## config.mk

```make
export PLATFORM = sky130hd
export DESIGN_NAME = msd_decoder
export DESIGN_NICKNAME = d
export VERILOG_FILES = /design/src/rtl/msd_pkg.sv /design/src/rtl/msd_decoder.sv /design/src/rtl/msd_edge_clamp.sv /design/src/rtl/msd_type_remap.sv
export VERILOG_INCLUDE_DIRS = /design/src /design/src/rtl
export SDC_FILE = /design/constraint.sdc
export NUM_CORES = 1
export LEC_CHECK = 0
export BUFFER_PORTS_ARGS = -buffer_cell sky130_fd_sc_hd__buf_2
export CAP_MARGIN = 10
export CORE_ASPECT_RATIO = 0.6
export CORE_MARGIN = 2
export CORE_UTILIZATION = 45
export DETAILED_ROUTE_END_ITERATION = 12
export PLACE_DENSITY_LB_ADDON = 0.05
export SYNTH_ARGS = -nofsm -noshare
export SYNTH_HDL_FRONTEND = slang
export SYNTH_SLANG_ARGS = --single-unit
export TNS_END_PERCENT = 30
```

## constraint.sdc

```tcl
create_clock -name pclk -period 13.7 [get_ports pclk]
set_input_delay 1.37 -clock pclk [delete_from_list [all_inputs] [get_ports pclk]]
set_output_delay 1.37 -clock pclk [all_outputs]
set_load 0.02 [all_outputs]
```

## src/rtl/msd_cfg.svh

```systemverilog
// Purpose: Offsets, field positions, reset values and limits of the message decoder
// Assumes: Included by bare name from every design file that needs it
// Notes: Definitions only
`ifndef MSD_CFG_SVH
`define MSD_CFG_SVH

`define MSD_OFF_REF0 8'h00
`define MSD_OFF_REF1 8'h04
`define MSD_OFF_SRC 8'h08
`define MSD_OFF_CTRL 8'h0c
`define MSD_OFF_SKIP 8'h10
`define MSD_OFF_AUX 8'h14
`define MSD_OFF_PIC 8'h18
`define MSD_OFF_MAP 8'h1c
`define MSD_OFF_STAT 8'h20
`define MSD_OFF_CLAMP 8'h24
`define MSD_OFF_WALK 8'h28

`define MSD_DUAL_PATH_BIT 11
`define MSD_SEL_HI 10
`define MSD_SEL_LO 8
`define MSD_REF_FETCH_BIT 7
`define MSD_SRC_FETCH_BIT 6
`define MSD_MAP_HI 5
`define MSD_MAP_LO 4
`define MSD_SIZE_HI 1
`define MSD_SIZE_LO 0
`define MSD_SKIP_HI 31
`define MSD_SKIP_LO 24
`define MSD_SHAPE_BIT 23
`define MSD_PENALTY_BIT 22
`define MSD_DC_BIT 21
`define MSD_WEIGHT_BIT 20

`define MSD_CTRL_MASK 32'h00000ff3
`define MSD_SKIP_MASK 32'hfff00000
`define MSD_RESET_WORD 32'h00000000
`define MSD_BIDIR_OFF 4'hf
`define MSD_ADAPT_MIN_LEN 8'h02
`define MSD_OFFSET_MIN 16'shf800
`define MSD_OFFSET_MAX 16'sh07ff

`endif

```

## src/rtl/msd_pkg.sv

```systemverilog
// Purpose: Types shared by the message decoder files
// Assumes: Constants live in msd_cfg.svh
// Notes: Used only with explicit package scope
`default_nettype none
package msd_pkg;

    typedef enum logic [1:0] {
        MSD_KIND_SIC = 2'h0,
        MSD_KIND_IME = 2'h1,
        MSD_KIND_FBR = 2'h2,
        MSD_KIND_IDM = 2'h3
    } msd_kind_e;

    typedef enum logic [2:0] {
        MSD_SEL_SINGLE = 3'h0,
        MSD_SEL_DUAL_START = 3'h1,
        MSD_SEL_DUAL_RECORD = 3'h3,
        MSD_SEL_DUAL_REF = 3'h7
    } msd_sel_e;

    // Gray order along a walk: start, fixed path, adaptive, done
    typedef enum logic [1:0] {
        MSD_PH_START = 2'h0,
        MSD_PH_PATH = 2'h1,
        MSD_PH_ADAPT = 2'h3,
        MSD_PH_DONE = 2'h2
    } msd_phase_e;

    typedef struct packed {
        logic dual_ref;
        logic dual_record;
        logic dual_start;
        logic dual_cost;
        logic merge_before_subpel;
        logic merge_per_subblock;
        logic bidir_on;
        logic split_paths;
        logic src_field;
        logic ref_field;
        logic half_height;
        logic half_width;
        logic shape8x8;
        logic linear_penalty;
        logic dc_suppress;
        logic weighted_on;
        logic [7:0] skip_enables;
    } msd_decode_s;

    typedef struct packed {
        logic access_mismatch;
        logic weighted_err;
        logic skip_err;
        logic range_err;
        logic adapt_len_err;
        logic size_err;
        logic remap_err;
        logic code_err;
    } msd_error_s;

endpackage : msd_pkg
`default_nettype wire

```

## src/rtl/msd_decoder.sv

```systemverilog
// Purpose: APB register slave that decodes motion search message controls
// Assumes: Zero wait state APB, 8-bit byte address, 32-bit data
// Notes: Probe registers answer remap, edge replication and walk questions
// Functional notes
// - Dual records with path option set: record 0 even entries, record 1 odd.
// - Search selector bits 10:8; only codes 000, 001, 011, 111 are valid.
// - Code 000: reference 0, one start and record; adaptive needs unit length two.
// - Code 001: start 0, then start 1, path from start 1, then adaptive.
// - Code 011: two records merged after integer search; refine only the best.
// - Code 111: both references, refine each record, merge per subblock.
// - Dual reference with partition mask 1111b disables bidirectional estimation.
// - Bit 7 selects frame or field reference fetch; should equal source bit.
// - Bit 6 selects frame or field source fetch.
// - Bits 5:4 remap inter output type forward or backward; ignored when intra.
// - Bits 1:0 source size 16x16, 16x8, 8x8; 10b reserved; small uses larger unit.
// - Reference pixels outside the picture are made by edge replication.
// - Region offsets are signed pixels, accepted only from -2048 to 2047.
// - Skip enable bits 31:24 alternate reference 0 and 1 per center.
// - Bit 23 selects 16x16 or 8x8 distortion map shapes.
// - Bit 22 selects standard or linear reference index penalty.
// - Bit 21 set drops DC and sums only AC transform terms.
// - Bit 20 forces whole 16x16 accumulation; only 16x16 reference 0 searches.
// - Fields not applicable to the message kind are ignored.
`include "msd_cfg.svh"
`timescale 1ns/1ps
`default_nettype none
module msd_decoder (
    input wire logic pclk,
    input wire logic presetn,
    input wire logic psel,
    input wire logic penable,
    input wire logic pwrite,
    input wire logic [7:0] paddr,
    input wire logic [31:0] pwdata,
    output logic pready,
    output logic [31:0] prdata,
    output logic pslverr,
    output msd_pkg::msd_decode_s decode,
    output msd_pkg::msd_error_s errors
);
    logic [31:0] ref0_reg;
    logic [31:0] ref1_reg;
    logic [31:0] src_reg;
    logic [31:0] ctrl_reg;
    logic [31:0] skip_reg;
    logic [31:0] aux_reg;
    logic [31:0] pic_reg;
    logic [31:0] map_reg;
    logic [31:0] clamp_reg;
    logic [31:0] walk_reg;
    logic [31:0] prdata_next;
    logic pslverr_next;
    logic setup;
    logic wr_access;
    logic mapped;
    msd_pkg::msd_decode_s decode_next;
    msd_pkg::msd_error_s errors_next;

    // Message fields
    msd_pkg::msd_kind_e kind;
    logic [2:0] sel_raw;
    logic [2:0] sel;
    logic [1:0] mapping;
    logic [1:0] src_size;
    logic adaptive_walk_enable;
    logic [7:0] search_unit_length;
    logic [7:0] fixed_path_length;
    logic [3:0] bidirectional_partition_mask;
    logic skip_four_vector_pairs;
    logic is_sic;
    logic is_ime;
    logic is_fbr;
    logic is_idm;
    logic [3:0] pair_alive;
    logic [4:0] remapped;
    logic [15:0] clamp_x;
    logic [15:0] clamp_y;
    logic [15:0] region_x;
    logic [15:0] region_y;
    logic [7:0] walk_step;
    logic walk_record;
    logic [7:0] walk_index;
    logic walk_origin;
    logic walk_valid;
    msd_pkg::msd_phase_e walk_phase;

    assign kind = msd_pkg::msd_kind_e'(aux_reg[1:0]);
    assign adaptive_walk_enable = aux_reg[4];
    assign search_unit_length = aux_reg[15:8];
    assign fixed_path_length = aux_reg[23:16];
    assign bidirectional_partition_mask = aux_reg[27:24];
    assign skip_four_vector_pairs = aux_reg[28];
    assign sel_raw = ctrl_reg[`MSD_SEL_HI:`MSD_SEL_LO];
    assign mapping = ctrl_reg[`MSD_MAP_HI:`MSD_MAP_LO];
    assign src_size = ctrl_reg[`MSD_SIZE_HI:`MSD_SIZE_LO];
    assign is_sic = (kind == msd_pkg::MSD_KIND_SIC);
    assign is_ime = (kind == msd_pkg::MSD_KIND_IME);
    assign is_fbr = (kind == msd_pkg::MSD_KIND_FBR);
    assign is_idm = (kind == msd_pkg::MSD_KIND_IDM);
    assign sel = is_ime ? sel_raw : 3'h0;

    genvar gi;
    generate
        for (gi = 0; gi < 4; gi++)
        begin : g_pair
            assign pair_alive[gi] = skip_reg[`MSD_SKIP_LO + 2 * gi]
                | skip_reg[`MSD_SKIP_LO + 2 * gi + 1];
        end
    endgenerate

    assign setup = psel && !penable;
    assign wr_access = psel && penable && pwrite;
    // Zero wait states keep the master simple
    assign pready = 1'b1;

    always_comb
    begin
        case (paddr)
            `MSD_OFF_REF0, `MSD_OFF_REF1, `MSD_OFF_SRC, `MSD_OFF_CTRL,
            `MSD_OFF_SKIP, `MSD_OFF_AUX, `MSD_OFF_PIC, `MSD_OFF_MAP,
            `MSD_OFF_STAT, `MSD_OFF_CLAMP, `MSD_OFF_WALK:
                mapped = 1'b1;
            default:
                mapped = 1'b0;
        endcase
    end

    // Message words
    always_ff @(posedge pclk or negedge presetn)
    begin
        if (!presetn)
        begin
            ref0_reg <= `MSD_RESET_WORD;
            ref1_reg <= `MSD_RESET_WORD;
            src_reg <= `MSD_RESET_WORD;
            ctrl_reg <= `MSD_RESET_WORD;
            skip_reg <= `MSD_RESET_WORD;
            aux_reg <= `MSD_RESET_WORD;
            pic_reg <= `MSD_RESET_WORD;
        end
        else if (wr_access)
        begin
            case (paddr)
                `MSD_OFF_REF0: ref0_reg <= pwdata;
                `MSD_OFF_REF1: ref1_reg <= pwdata;
                `MSD_OFF_SRC: src_reg <= pwdata;
                // Reserved bits 3:2 and above 11 stay zero
                `MSD_OFF_CTRL: ctrl_reg <= pwdata & `MSD_CTRL_MASK;
                `MSD_OFF_SKIP: skip_reg <= pwdata & `MSD_SKIP_MASK;
                `MSD_OFF_AUX: aux_reg <= {3'h0, pwdata[28:8], 3'h0, pwdata[4], 2'h0, pwdata[1:0]};
                `MSD_OFF_PIC: pic_reg <= pwdata;
                default: ;
            endcase
        end
    end

    // Probe words
    always_ff @(posedge pclk or negedge presetn)
    begin
        if (!presetn)
        begin
            map_reg <= `MSD_RESET_WORD;
            clamp_reg <= `MSD_RESET_WORD;
            walk_reg <= `MSD_RESET_WORD;
        end
        else if (wr_access)
        begin
            case (paddr)
                `MSD_OFF_MAP: map_reg <= {23'h0, pwdata[8], 3'h0, pwdata[4:0]};
                `MSD_OFF_CLAMP: clamp_reg <= {15'h0, pwdata[16:0]};
                `MSD_OFF_WALK: walk_reg <= {23'h0, pwdata[8:0]};
                default: ;
            endcase
        end
    end

    // output type remap, intra bypass inside
    msd_type_remap u_remap (
        .mapping((is_ime || is_fbr) ? mapping : 2'h0),
        .intra(map_reg[8]),
        .type_in(map_reg[4:0]),
        .type_out(remapped)
    );

    assign region_x = clamp_reg[16] ? ref1_reg[15:0] : ref0_reg[15:0];
    assign region_y = clamp_reg[16] ? ref1_reg[31:16] : ref0_reg[31:16];

    msd_edge_clamp u_clamp_x (
        .base(region_x),
        .delta(clamp_reg[7:0]),
        .limit(pic_reg[15:0]),
        .pos(clamp_x)
    );

    msd_edge_clamp u_clamp_y (
        .base(region_y),
        .delta(clamp_reg[15:8]),
        .limit(pic_reg[31:16]),
        .pos(clamp_y)
    );

    assign walk_step = walk_reg[7:0];
    assign walk_record = walk_reg[8];

    // Which search unit a record visits at a given step
    always_comb
    begin
        walk_valid = !walk_record || decode_next.dual_record;
        walk_origin = walk_record;
        walk_index = 8'h00;
        walk_phase = msd_pkg::MSD_PH_DONE;
        if (walk_valid)
        begin
            if (sel == 3'(msd_pkg::MSD_SEL_DUAL_START))
            begin
                // both starts, then path from start 1
                walk_origin = (walk_step != 8'h00);
                if (walk_step < 8'h02)
                    walk_phase = msd_pkg::MSD_PH_START;
                else if (walk_step < fixed_path_length)
                begin
                    walk_phase = msd_pkg::MSD_PH_PATH;
                    walk_index = walk_step - 8'h02;
                end
                else if (adaptive_walk_enable)
                    walk_phase = msd_pkg::MSD_PH_ADAPT;
            end
            else
            begin
                if (walk_step == 8'h00)
                    walk_phase = msd_pkg::MSD_PH_START;
                else if (walk_step < fixed_path_length)
                begin
                    walk_phase = msd_pkg::MSD_PH_PATH;
                    if (decode_next.split_paths)
                        walk_index = {walk_step[6:0] - 7'h01, walk_record};
                    else
                        walk_index = walk_step - 8'h01;
                end
                else if (adaptive_walk_enable)
                    walk_phase = msd_pkg::MSD_PH_ADAPT;
            end
        end
    end

    // Decode of the message controls
    always_comb
    begin
        decode_next = '0;
        errors_next = '0;
        errors_next.code_err = is_ime && !(sel_raw == 3'(msd_pkg::MSD_SEL_SINGLE)
            || sel_raw == 3'(msd_pkg::MSD_SEL_DUAL_START)
            || sel_raw == 3'(msd_pkg::MSD_SEL_DUAL_RECORD)
            || sel_raw == 3'(msd_pkg::MSD_SEL_DUAL_REF));
        decode_next.dual_ref = (sel == 3'(msd_pkg::MSD_SEL_DUAL_REF));
        decode_next.dual_record = (sel == 3'(msd_pkg::MSD_SEL_DUAL_RECORD))
            || decode_next.dual_ref;
        decode_next.dual_cost = decode_next.dual_record;
        decode_next.dual_start = decode_next.dual_record
            || (sel == 3'(msd_pkg::MSD_SEL_DUAL_START));
        decode_next.merge_before_subpel = (sel == 3'(msd_pkg::MSD_SEL_DUAL_RECORD));
        decode_next.merge_per_subblock = decode_next.dual_ref;
        decode_next.bidir_on = decode_next.dual_ref
            && (bidirectional_partition_mask != `MSD_BIDIR_OFF);
        decode_next.split_paths = decode_next.dual_record && ctrl_reg[`MSD_DUAL_PATH_BIT];
        errors_next.adapt_len_err = is_ime && (sel == 3'(msd_pkg::MSD_SEL_SINGLE))
            && adaptive_walk_enable && (search_unit_length < `MSD_ADAPT_MIN_LEN);
        decode_next.src_field = ctrl_reg[`MSD_SRC_FETCH_BIT];
        decode_next.ref_field = ctrl_reg[`MSD_REF_FETCH_BIT];
        errors_next.access_mismatch = decode_next.src_field != decode_next.ref_field;
        errors_next.remap_err = (is_ime || is_fbr) && (mapping == 2'h3);
        decode_next.half_height = src_size[0];
        decode_next.half_width = src_size[1] && src_size[0];
        errors_next.size_err = (src_size == 2'h2);
        if (is_ime || is_idm)
            errors_next.range_err = $signed(ref0_reg[15:0]) < `MSD_OFFSET_MIN
                || $signed(ref0_reg[15:0]) > `MSD_OFFSET_MAX
                || $signed(ref0_reg[31:16]) < `MSD_OFFSET_MIN
                || $signed(ref0_reg[31:16]) > `MSD_OFFSET_MAX;
        if (decode_next.dual_ref)
            errors_next.range_err = errors_next.range_err
                || $signed(ref1_reg[15:0]) < `MSD_OFFSET_MIN
                || $signed(ref1_reg[15:0]) > `MSD_OFFSET_MAX
                || $signed(ref1_reg[31:16]) < `MSD_OFFSET_MIN
                || $signed(ref1_reg[31:16]) > `MSD_OFFSET_MAX;
        if (is_sic)
        begin
            decode_next.skip_enables = skip_reg[`MSD_SKIP_HI:`MSD_SKIP_LO];
            errors_next.skip_err = skip_four_vector_pairs ? (pair_alive != 4'hf)
                : !pair_alive[0];
        end
        decode_next.shape8x8 = is_idm && skip_reg[`MSD_SHAPE_BIT];
        decode_next.linear_penalty = skip_reg[`MSD_PENALTY_BIT];
        decode_next.dc_suppress = !is_idm && skip_reg[`MSD_DC_BIT];
        decode_next.weighted_on = (is_ime || is_idm) && skip_reg[`MSD_WEIGHT_BIT];
        errors_next.weighted_err = decode_next.weighted_on
            && ((src_size != 2'h0) || (sel != 3'(msd_pkg::MSD_SEL_SINGLE)));
    end

    // Decoded state
    always_ff @(posedge pclk or negedge presetn)
    begin
        if (!presetn)
        begin
            decode <= '0;
            errors <= '0;
        end
        else
        begin
            decode <= decode_next;
            errors <= errors_next;
        end
    end

    always_comb
    begin
        prdata_next = 32'h00000000;
        case (paddr)
            `MSD_OFF_REF0: prdata_next = ref0_reg;
            `MSD_OFF_REF1: prdata_next = ref1_reg;
            `MSD_OFF_SRC: prdata_next = src_reg;
            `MSD_OFF_CTRL: prdata_next = ctrl_reg;
            `MSD_OFF_SKIP: prdata_next = skip_reg;
            `MSD_OFF_AUX: prdata_next = aux_reg;
            `MSD_OFF_PIC: prdata_next = pic_reg;
            `MSD_OFF_MAP: prdata_next = {11'h0, remapped, 7'h0, map_reg[8], 3'h0, map_reg[4:0]};
            `MSD_OFF_STAT: prdata_next = {decode, errors};
            `MSD_OFF_CLAMP: prdata_next = {clamp_y, clamp_x};
            `MSD_OFF_WALK: prdata_next = {20'h0, walk_valid, walk_phase, walk_origin, walk_index};
            default: prdata_next = 32'h00000000;
        endcase
        pslverr_next = !mapped;
    end

    // Answer captured in setup, stands through access
    always_ff @(posedge pclk or negedge presetn)
    begin
        if (!presetn)
        begin
            prdata <= 32'h00000000;
            pslverr <= 1'b0;
        end
        else if (setup)
        begin
            prdata <= pwrite ? 32'h00000000 : prdata_next;
            pslverr <= pslverr_next;
        end
    end

endmodule : msd_decoder
`default_nettype wire

```

## src/rtl/msd_edge_clamp.sv

```systemverilog
// Purpose: Maps a reference pixel coordinate onto the picture by edge replication
// Assumes: Picture dimension in pixels, zero treated as one
// Notes: Outside pixels take the nearest edge pixel
`include "msd_cfg.svh"
`timescale 1ns/1ps
`default_nettype none
module msd_edge_clamp (
    input wire logic [15:0] base,
    input wire logic [7:0] delta,
    input wire logic [15:0] limit,
    output logic [15:0] pos
);
    logic signed [17:0] sum;

    always_comb
    begin
        sum = 18'($signed(base)) + 18'($signed(delta));
        if (sum < 18'sd0)
            pos = 16'h0000;
        else if (limit == 16'h0000)
            pos = 16'h0000;
        else if (sum >= $signed({2'b00, limit}))
            pos = limit - 16'h0001;
        else
            pos = sum[15:0];
    end
endmodule : msd_edge_clamp
`default_nettype wire

```

## src/rtl/msd_type_remap.sv

```systemverilog
// Purpose: Remaps an inter output block type to one direction
// Assumes: Type codes 0..16h, five bits
// Notes: Reserved mapping code and intra outputs pass unchanged
`include "msd_cfg.svh"
`timescale 1ns/1ps
`default_nettype none
module msd_type_remap (
    input wire logic [1:0] mapping,
    input wire logic intra,
    input wire logic [4:0] type_in,
    output logic [4:0] type_out
);
    always_comb
    begin
        type_out = type_in;
        if (!intra && (mapping == 2'h1 || mapping == 2'h2))
        begin
            if (type_in >= 5'h01 && type_in <= 5'h03)
                type_out = (mapping == 2'h1) ? 5'h01 : 5'h02;
            else if (type_in >= 5'h04 && type_in <= 5'h15)
            begin
                if (type_in[0])
                    type_out = (mapping == 2'h1) ? 5'h05 : 5'h07;
                else
                    type_out = (mapping == 2'h1) ? 5'h04 : 5'h06;
            end
        end
    end
endmodule : msd_type_remap
`default_nettype wire

```

# == Word-level counts from Yosys, hierarchy flattened ==
# Cells that the tools add are included.
# totals
ff_bits,269
latchBits,0
ramBits,0
rom_bits,0
inputBits,45
output_inout_bits,66
word_cells,194
n_memories,0
# op_classes
add_sub_neg,7
mul,0
div,0
n_lt_le_gt_ge,19
eq_ne,26
shift,0
muxes,40
n_bitwise,4
n_reduce_logical,63
# op_table
cell,count
$pmux 32 s11,1
$mux 16,8
$gt 16x12->1 const B,4
$lt 16x12->1 const B,4
$mux 8,8
$ge 18x17->1,2
$lt 18x1->1 const B,2
$add 16x8->17,2
$eq 8x5->1 const B,4
$logic_not 16->1,2
$mux 32,1
$sub 16x1->16 const B,2
$eq 8x6->1 const B,3
$mux 5,4
$reduce_and 2->1,10
$logic_and 1x1->1,18
$mux 2,9
$logic_or 1x1->1,17
$eq 8x4->1 const B,2
$logic_not 8->1,2
$lt 8x2->1 const B,2
$reduce_or 11->1,1
$eq 2x2->1 const B,5
$eq 8x3->1 const B,1
other kinds (23),45

# == Longest topological paths before layout ==
# Gate-level depths: netlist (run 1).
# depth
word_depth,12
mapped_depth,23
mapped_depth_nobuf,19

# == By module ==
# A second synthesis (run 1) with hierarchy kept.
# hier_totals
hier_cells,1571
hier_area_um2,16773.6
# modules_own_cells
mod,instances,cells_per_inst,area_each_um2
msd_decoder,1,1051,13103.8
msd_edge_clamp (u_clamp_y),1,247,1780.5
msd_edge_clamp (u_clamp_x),1,255,1776.7
msd_type_remap,1,18,112.6

# == Worst setup path before layout (run 1) ==
# No wires, ideal clock.
# synth_path
path_kind,register to register
startpoint,register clamp_reg[16]
endpoint,register prdata[29]
setup_ns,0.132
arrival_time_ns,4.591
required_ns,13.568
slack_ns,8.977
path_stages_with_launch,20
path_buffers,4
period_less_slack_ns,4.723
cell_sequence,dfrtp_1 -> clkbuf_1 -> clkbuf_1 -> mux2_2 -> ha_1 -> a21oi_1 -> o21ai_0 -> a21o_1 -> a211oi_1 -> a21oi_1 -> ha_1 -> nand3_1 -> a21oi_1 -> a2111oi_0 -> o31ai_1 -> or3b_1 -> buf_2 -> buf_6 -> mux2i_1 -> o21ai_1
# synth_between
elab_chain_len,8
# synth_rtl
item,line_no,source
start: declaration,msd_decoder.sv:49,logic [31:0] clamp_reg;
start signal: assignment,msd_decoder.sv:163,clamp_reg <= `MSD_RESET_WORD;
start signal: assignment,msd_decoder.sv:170,"`MSD_OFF_CLAMP: clamp_reg <= {15'h0, pwdata[16:0]};"
$mux 16 *,msd_decoder.sv:186,assign region_y = clamp_reg[16] ? ref1_reg[31:16] : ref0_reg[31:16];
$add 16x8->17 *,msd_edge_clamp.sv:17,sum = 18'($signed(base)) + 18'($signed(delta));
$ge 18x17->1,msd_edge_clamp.sv:22,"else if (sum >= $signed({2'b00, limit}))"
$mux 16,msd_edge_clamp.sv:22,
$mux 16,msd_edge_clamp.sv:20,else if (limit == 16'h0000)
$mux 16 *,msd_edge_clamp.sv:18,if (sum < 18'sd0)
$pmux 32 s11 *,msd_decoder.sv:318,case (paddr)
$mux 32 *,msd_decoder.sv:345,prdata <= pwrite ? 32'h00000000 : prdata_next;
end signal: assignment,msd_decoder.sv:345,
end: declaration,msd_decoder.sv:36,"output logic [31:0] prdata,"
# Every way passes the cells marked *; elsewhere a longest branch is shown, timed or not.
# A chain may end at the register's enable or synchronous reset.

# == Final worst setup path (run 1) ==
# layout_path
startpoint,register clamp_reg[16]
endpoint,register prdata[24]
# Same word-level chain as after synthesis.

==> impl_metrics.tcl, run 1 <==
set metrics [dict create \
    antenna-diode-count 0 \
    drcViolationCount 0 \
    timing.rr.start "clamp_reg[16]$_DFFE_PN0P_" \
    gp_congestion 0.942 \
    postSynth.topFlopCell "dfrtp_1" \
    overflow 0 \
    crit_chain "buf_4, mux2_2, ha_1, inv_1, fa_1, nor2b_1, o211ai_1, nand3_1, a21oi_1, xor2_1, inv_1, ha_1, nand3_1, a21oi_1, a2111oi_0, o31ai_1, or3b_1, a221oi_2, a211o_1" \
    timing.final.crit_share_pct 42.0 \
    finalMaxSlewViolations 0 \
    die_height_um 149 \
    cpLargestDelayFamily "compound AO/OA/AOI/OAI gates" \
    routed_wirelength_um 58700 \
    post_cts_setup_inserts 0 \
    required_time_reported_for_the_critical_path_endpoint_ns 14.21 \
    clock_tree.buffer_depth 3 \
    relSlewSlack_pct 16.8 \
    worst_hold_startpoint "skip_reg[22]$_DFFE_PN0P_" \
    syn-instance-count 1460 \
    cts-hold-fix-buffers 0 \
    drive_gt1_share_pct 27.7 \
    grt_max_degree 168 \
    netlist_area_sq_um 15800 \
    ctsResizeCount 0 \
    initial_core_util_pct 45.3 \
    floorplan.die.width_um 246 \
    port-buffer-count 109 \
    setup.worst_path.start "clamp_reg[16]$_DFFE_PN0P_" \
    via_per_inst 6.39 \
    ctsHtreeMaxLevel 1 \
    arrival_ns 6.27 \
    die_area_sq_um 36600 \
    numClockSinks 269 \
    final.fill_count 3236 \
    maxCapViolCount 0 \
    yosysSeqAreaShare_pct 42.7 \
    routed_wire_length_per_instance_um 28.9 \
    clk_skew_ns 0.0238 \
    area.growth.synth_to_final_pct 12.7 \
    count_of_distinct_cell_types_in_the_synthesized_netlist 75 \
    asyncSetResetFlopFracSynth_pct 100 \
    final_period_minus_worst_setup_slack_ns 5.76 \
    outcome "finished, final reports clean" \
    global_route_usage_over_all_layers_pct 31.9 \
    timing.final.hold_violations 0 \
    rows 53 \
    drt_iter0_markers 1514 \
    critical_path.max_fanout 30 \
    place_hpwl_um 43200 \
    worst_hold_check_slack_ns 0.421 \
    crit_type "flip-flop to flip-flop" \
    crit_buf_inv 3 \
    floorplan.core_area_sq_um 34700 \
    vdd_ir_drop_max_mv 0.101 \
    critical-path-slowest-cell "o31ai_1" \
    placement.setup.worst_slack_ns 7.98 \
    worstSetupEndpointType "flip-flop" \
    postLayoutSetupSlackWorst_ns 7.94 \
    global_route_wire_length_before_repair_um 84600 \
    synth_warnings 0 \
    unrepaired_setup_endpoints_after_global_routing "no" \
    critPathLaunchType "flip-flop" \
    setup_viol_count_final 0 \
    synth_seq_cells 269 \
    tritoncts "yes" \
    drt_pre_antenna_iters 6 \
    achievable_frequency_mhz 174 \
    synth.avg_cell_area_sq_um 10.8 \
    fin_tns_setup_ns 0 \
    pwr_cell_area_nw_per_um2 106 \
    worst_skew_pair.late_latency_ns 0.59 \
    worstHoldPathType "flip-flop to flip-flop" \
    postSynthNetCount 1588 \
    ant_nets 0 \
    number_of_global_route_vias_before_repair 12109 \
    clockRootBuffer "clkbuf_16" \
    initial_antenna_violation_count 3 \
    totalPowerFinal_uw 1890 \
    p_leak_uw 0.00868 \
    worst_setup_hold_path_clk_slew_ns 0.07 \
    num_vias 12966 \
    finalNetCount 1669 \
    stage_delay_of_the_slowest_cell_on_the_critical_path_ns 0.94 \
    tightest_slew_ns 1.24 \
    numCtsBuffers 27 \
    top_level_ports 111 \
    synth_edf_count 0 \
]
[final timing paths]
check | cells past startpoint | endpoint | slack, ns
hold / removal | 0 | decode[10]$_DFF_PN0_ | 0.42
hold reg to reg | 0 | decode[10]$_DFF_PN0_ | 0.42
setup reg to reg | 19 | prdata[24]$_DFFE_PN0P_ | 7.94
min in group asynchronous | 1 | pic_reg[19]$_DFFE_PN0P_ | 0.83
setup / recovery | 19 | prdata[24]$_DFFE_PN0P_ | 7.94
max in group asynchronous | 2 | errors[7]$_DFF_PN0_ | 11.45
[layout make-up]
cell class	count	area (sq um)	share of cell area (%)
inverter	65	244	1.37
timing repair buffer	127	703	3.96
clock inverter	14	248	1.40
sequential	269	6730	37.9
clock buffer	36	759	4.28
tap	467	584	3.29
multi-input combinational	1051	8480	47.8
[per-stage QoR]
step	util [%]	cell area (sq um)	std cells
global placement	48.2	16700	1979
CTS	51.1	17800	2029
detailed placement	48.2	16700	1979
global route	51.1	17800	2029
finish	51.1	17800	2029
floorplan	-	15800	1460
[Yosys cell counts (13+ instances only)]
library cell / count / share of area, %
nor2_1: 62 / 1.5
and2_1: 14 / 0.56
buf_1: 19 / 0.45
o21ai_1: 18 / 0.57
nand2_1: 68 / 1.6
inv_1: 64 / 1.5
nor2b_1: 13 / 0.52
ha_1: 81 / 6.4
a222oi_1: 13 / 0.83
a221oi_1: 15 / 0.83
a21o_1: 14 / 0.67
dfrtp_1: 269 / 43
xor2_1: 14 / 0.78
mux2i_1: 31 / 2.0
and3_1: 13 / 0.52
clkbuf_1: 37 / 0.88
nor3_1: 20 / 0.64
xnor2_1: 42 / 2.3
mux2_2: 240 / 17
a21oi_1: 76 / 2.4
o21ai_0: 47 / 1.5
nand3_1: 14 / 0.44
buf_2: 13 / 0.41
a31oi_1: 33 / 1.3
a22oi_1: 75 / 3.6
[logic make-up after synthesis]
family                     share of synthesized area (%)
other                                             0.0238
adders and majority gates                           6.69
muxes                                               19.1
and+or+nand+nor                                     9.10
buffers and inverters                               3.61
xor gates and xnor gates                            3.11
AOI/OAI and AO/OA                                   15.6
DFF                                                 42.7
[power by group]
group          leakage [uW]  total (uW)  internal (uW)  switching [uW]
clock              0.000489         860            506             354
combinational       0.00445         208           77.3             131
sequential          0.00374         819            804            14.8
total               0.00868        1890           1390             500
[routing by layer]
| layer | vias to the layer above | GRT usage [%] | wire length, um |
|---|---|---|---|
| met5 | - | 1.20 | 57 |
| met4 | 2 | 5.27 | 836 |
| met3 | 66 | 11.4 | 7370 |
| met2 | 673 | 39.0 | 21400 |
| met1 | 6586 | 52.1 | 29000 |
| li1 | 5639 | - | - |
[cell usage in the layout (no fill, tap or decap), types with 4 or more instances in the layout]
master / n
a21oi_1: 76
nor2b_1: 12
a22oi_1: 75
a2111oi_0: 4
clkbuf_1: 4
a21o_1: 14
a211oi_1: 9
xor2_1: 14
nor3_1: 20
bufinv_16: 6
o31ai_1: 7
nand2_1: 65
ha_1: 81
buf_4: 17
o21ai_0: 47
nor2_1: 59
clkbuf_8: 5
buf_2: 108
a22o_1: 5
o2111ai_1: 7
and2_1: 14
mux2i_1: 31
mux2_2: 240
a31oi_1: 33
or3_1: 5
o211ai_1: 9
inv_1: 64
o21a_1: 6
nand2b_1: 9
o21ai_1: 18
nand4_1: 12
clkbuf_16: 27
a221oi_1: 15
nand3_1: 14
nor4_1: 11
or4_1: 7
and3_1: 13
a222oi_1: 13
dfrtp_1: 269
xnor2_1: 42
Power figures use the tool's default switching activity.
==> inputs of run 2 (changes only) <==
--- a/config.mk
+++ b/config.mk
@@ -6,6 +6,7 @@
 export SDC_FILE = /design/constraint.sdc
 export NUM_CORES = 1
 export LEC_CHECK = 0
+export ABC_AREA = 1
 export BUFFER_PORTS_ARGS = -buffer_cell sky130_fd_sc_hd__buf_2
 export CAP_MARGIN = 10
 export CORE_ASPECT_RATIO = 0.6
==> constraint.sdc (replaced) <==
create_clock -name pclk -period 4.7 [get_ports pclk]
set_input_delay 0.47 -clock pclk [delete_from_list [all_inputs] [get_ports pclk]]
set_output_delay 0.47 -clock pclk [all_outputs]
set_load 0.02 [all_outputs]
==> run 2 against run 1 <==
Effect of this change:
- non-clock buffer count rose by 29
- worst setup slack got worse by 7.7 ns
- critical endpoint is now prdata[12]$_DFFE_PN0P_
- register-to-register slack got worse by 7.7 ns
- cell area up 3.2%
==> impl_metrics.tcl, run 2 <==
set metrics [dict create \
    num_vias 15632 \
    via_per_inst 5.66 \
    timing.final.crit_share_pct 95.6 \
    relSlewSlack_pct 22.1 \
    synth_area_leaders "dfrtp_1 42%, nand2_1 16%, o21ai_0 8.6%, ha_1 6.3%, inv_1 5.7%" \
    numCtsBuffers 28 \
    routed_wirelength_um 63600 \
    p_leak_uw 0.00947 \
    clock_power_share_pct 43.4 \
    synth_edf_count 0 \
    drt_pre_antenna_iters 6 \
    routed_wire_length_per_instance_um 23.0 \
    setup.worst_path.start "clamp_reg[16]$_DFFE_PN0P_" \
    initial_antenna_violation_count 2 \
    drt_iter0_markers 1717 \
    gp_congestion 1.00 \
    critPathLaunchType "flip-flop" \
    ctsHtreeMaxLevel 1 \
    globalRoute.busiestLayer "met1" \
    tightest_slew_ns 1.17 \
    port-buffer-count 109 \
    asyncSetResetFlopFracSynth_pct 100 \
    unrepaired_setup_endpoints_after_global_routing "no" \
    arrival_ns 4.95 \
    yosysTopAreaCellShare_pct 41.7 \
    met3_usage_pct 13.1 \
    worstHoldPathType "primary input to flip-flop" \
    r2r_path_end "prdata[12]$_DFFE_PN0P_" \
    drcViolationCount 0 \
    worst_r2r_path_depth 25 \
    multi_input_comb_area_sq_um 8170 \
    global_route.usage.met1_pct 54.9 \
    worst_skew_pair.late_latency_ns 0.61 \
    critical_path.max_fanout 16 \
    achievable_frequency_mhz 223 \
    clock_tree.buffer_depth 3 \
    synth_seq_cells 269 \
    syn-instance-count 2170 \
    drive_gt1_share_pct 10.1 \
    ys_top_cells_by_count "670 x nand2_1, 278 x o21ai_0, 269 x dfrtp_1, 247 x inv_1, 120 x nand3_1" \
    layout.cells.most_common "nand2_1" \
    pwr-share-seq_pct 44.7 \
    global_route_wire_length_before_repair_um 93400 \
    area.growth.synth_to_final_pct 13.5 \
    setup.worst_path.end "prdata[12]$_DFFE_PN0P_" \
    final_period_minus_worst_setup_slack_ns 4.49 \
    final.fill_count 3511 \
    worstSetupEndpointType "flip-flop" \
    synth_warnings 0 \
    pwr_cell_area_nw_per_um2 291 \
    post-route-cell-area_sq_um 18300 \
    setup_viol_count_final 0 \
    antenna-diode-count 0 \
    crit_type "flip-flop to flip-flop" \
    initial_core_util_pct 45.9 \
    reg2reg_slack_ns 0.21 \
    postSynthNetCount 2298 \
    finalMaxSlewViolations 0 \
    outcome "finished, final reports clean" \
    vdd_ir_drop_max_mv 0.281 \
    totalPowerFinal_uw 5330 \
    maxCapViolCount 0 \
    postSynth.topFlopCell "dfrtp_1" \
    timing.rr.start "clamp_reg[16]$_DFFE_PN0P_" \
    tritoncts "yes" \
    synth_most_common_cell "nand2_1" \
    placement.cell_area_sq_um 17300 \
    top_level_ports 111 \
    floorplan.die.width_um 249 \
    count_of_distinct_cell_types_in_the_synthesized_netlist 53 \
    rows 53 \
    place_hpwl_um 48200 \
    global_route_usage_over_all_layers_pct 33.8 \
    finalNetCount 2403 \
    most-common-layout-cells "667 x nand2_1, 273 x o21ai_0, 268 x dfrtp_1, 247 x inv_1, 120 x nand3_1" \
    grt_max_degree 105 \
    ant_nets 0 \
    synth.avg_cell_area_sq_um 7.44 \
    die_height_um 151 \
    power_frac_comb_pct 11.9 \
    timing.final.hold_violations 0 \
    number_of_global_route_vias_before_repair 14133 \
    use_met2_pct 40.7 \
    regArea_sq_um 6740 \
    floorplan.core_area_sq_um 35100 \
    netlist.top_cell.by_area "dfrtp_1" \
    power_internal_uw 3830 \
    overflow 0 \
    clockRootBuffer "clkbuf_16" \
    required_time_reported_for_the_critical_path_endpoint_ns 5.16 \
    clk_skew_ns 0.0555 \
    die_area_sq_um 37500 \
    netlist_area_sq_um 16100 \
    numClockSinks 269 \
    power_switching_share_pct 28.1 \
    power_switching_uw 1500 \
    yosysSeqAreaShare_pct 41.7 \
    worst_setup_hold_path_clk_slew_ns 0.07 \
]
run 2: cell count changes after synthesis, moves of 38 or more:
cell | previous run | this run
a22oi_1 | 75 | 0
inv_1 | 64 | 247
mux2_2 | 240 | 1
nand2_1 | 68 | 670
nand3_1 | 14 | 120
nor2_1 | 62 | 116
o21ai_0 | 47 | 278
xor2_1 | 14 | 52
run 2: worst min path at each step:
stage	cells after the start	slack, ns	endpoint	from
3_5_place_dp	0	0.41	decode[10]$_DFF_PN0_	skip_reg[22]$_DFFE_PN0P_
4_1_cts	4	0.20	pslverr$_DFFE_PN0P_	psel
2_1_floorplan	0	0.17	aux_reg[0]$_DFFE_PN0P_	presetn
6_report	4	0.22	pslverr$_DFFE_PN0P_	psel
3_3_place_gp	0	0.39	decode[10]$_DFF_PN0_	skip_reg[22]$_DFFE_PN0P_
5_1_grt	4	0.25	pslverr$_DFFE_PN0P_	psel
run 2: final cells by class:
cell class | count | share of cell area [%]
well taps | 467 | 3.19
flip-flops and latches | 269 | 36.8
repair buffers | 156 | 5.22
inverters | 252 | 5.16
clock inverters | 10 | 0.765
multi-input cells | 1568 | 44.6
clock buffers | 39 | 4.32
run 2: what timing repair did:
item,in CTS,in global routing
setup buffers,1,9
setup endpoints to repair,16,30
hold endpoints to repair,74,0
hold buffers,1,0
pin swaps,0,3
gates cloned,0,1
resized for setup,4,11
run 2: layer usage:
layer  part of all wire [%]  wire [um]  up-vias
li1                       -          -     7311
met1                     50      31700     7471
met2                     35      22000      786
met3                     14       8950       62
met4                    1.4        888        2
met5                  0.020         13        -
run 2: logic make-up (layout without fill, tap and decap cells):
logic type / count (synthesis) / count (layout) / share of synthesized area, %
adders and majority gates: 83 / 83 / 6.52
and+or+nand+nor: 979 / 980 / 24.8
xor gates and xnor gates: 59 / 59 / 3.20
AOI/OAI and AO/OA: 444 / 444 / 15.6
buffers and inverters: 334 / 457 / 8.07
other: 1 / 1 / 0.0232
muxes: 1 / 1 / 0.0697
DFF: 269 / 269 / 41.7
run 2: stage by stage:
stage | utilization [%] | setup TNS [ns] | setup WS, ns | hold WS (ns) | cells
floorplan | - | 0 | 0.925 | 0.174 | 2170
global placement | 49.1 | -5.34 | -0.381 | 0.387 | 2700
detailed placement | 49.1 | -5.10 | -0.361 | 0.412 | 2700
CTS | 51.8 | 0 | 0.0119 | 0.202 | 2751
global route | 52.1 | 0 | 0.0195 | 0.251 | 2761
finish | 52.1 | 0 | 0.208 | 0.220 | 2761
run 2: worst max-delay path, stage by stage (launching register included):
cell	delay [ns]
dfrtp_4	0.54
buf_4	0.22
o21ai_0	0.20
ha_1	0.23
inv_1	0.08
fa_1	0.41
o21ai_2	0.30
nand2_1	0.11
nand2_2	0.11
nand3_1	0.08
nand2_1	0.08
xor2_1	0.37
inv_1	0.08
ha_1	0.19
a21oi_1	0.15
nor2_1	0.08
a211oi_1	0.24
nand2_1	0.10
nand2_1	0.06
nand2_1	0.13
nand2_4	0.22
nand2_1	0.10
nand3_1	0.09
nand2_1	0.08
nand2_1	0.08
nand2_1	0.05
run 2: power by group through the flow:
stage	registers, uW	clock network, uW	logic [uW]
2_1_floorplan	2410	0	360
3_3_place_gp	2420	0	590
3_5_place_dp	2420	0	594
4_1_cts	2380	2340	599
5_1_grt	2380	2430	703
6_report	2380	2310	635
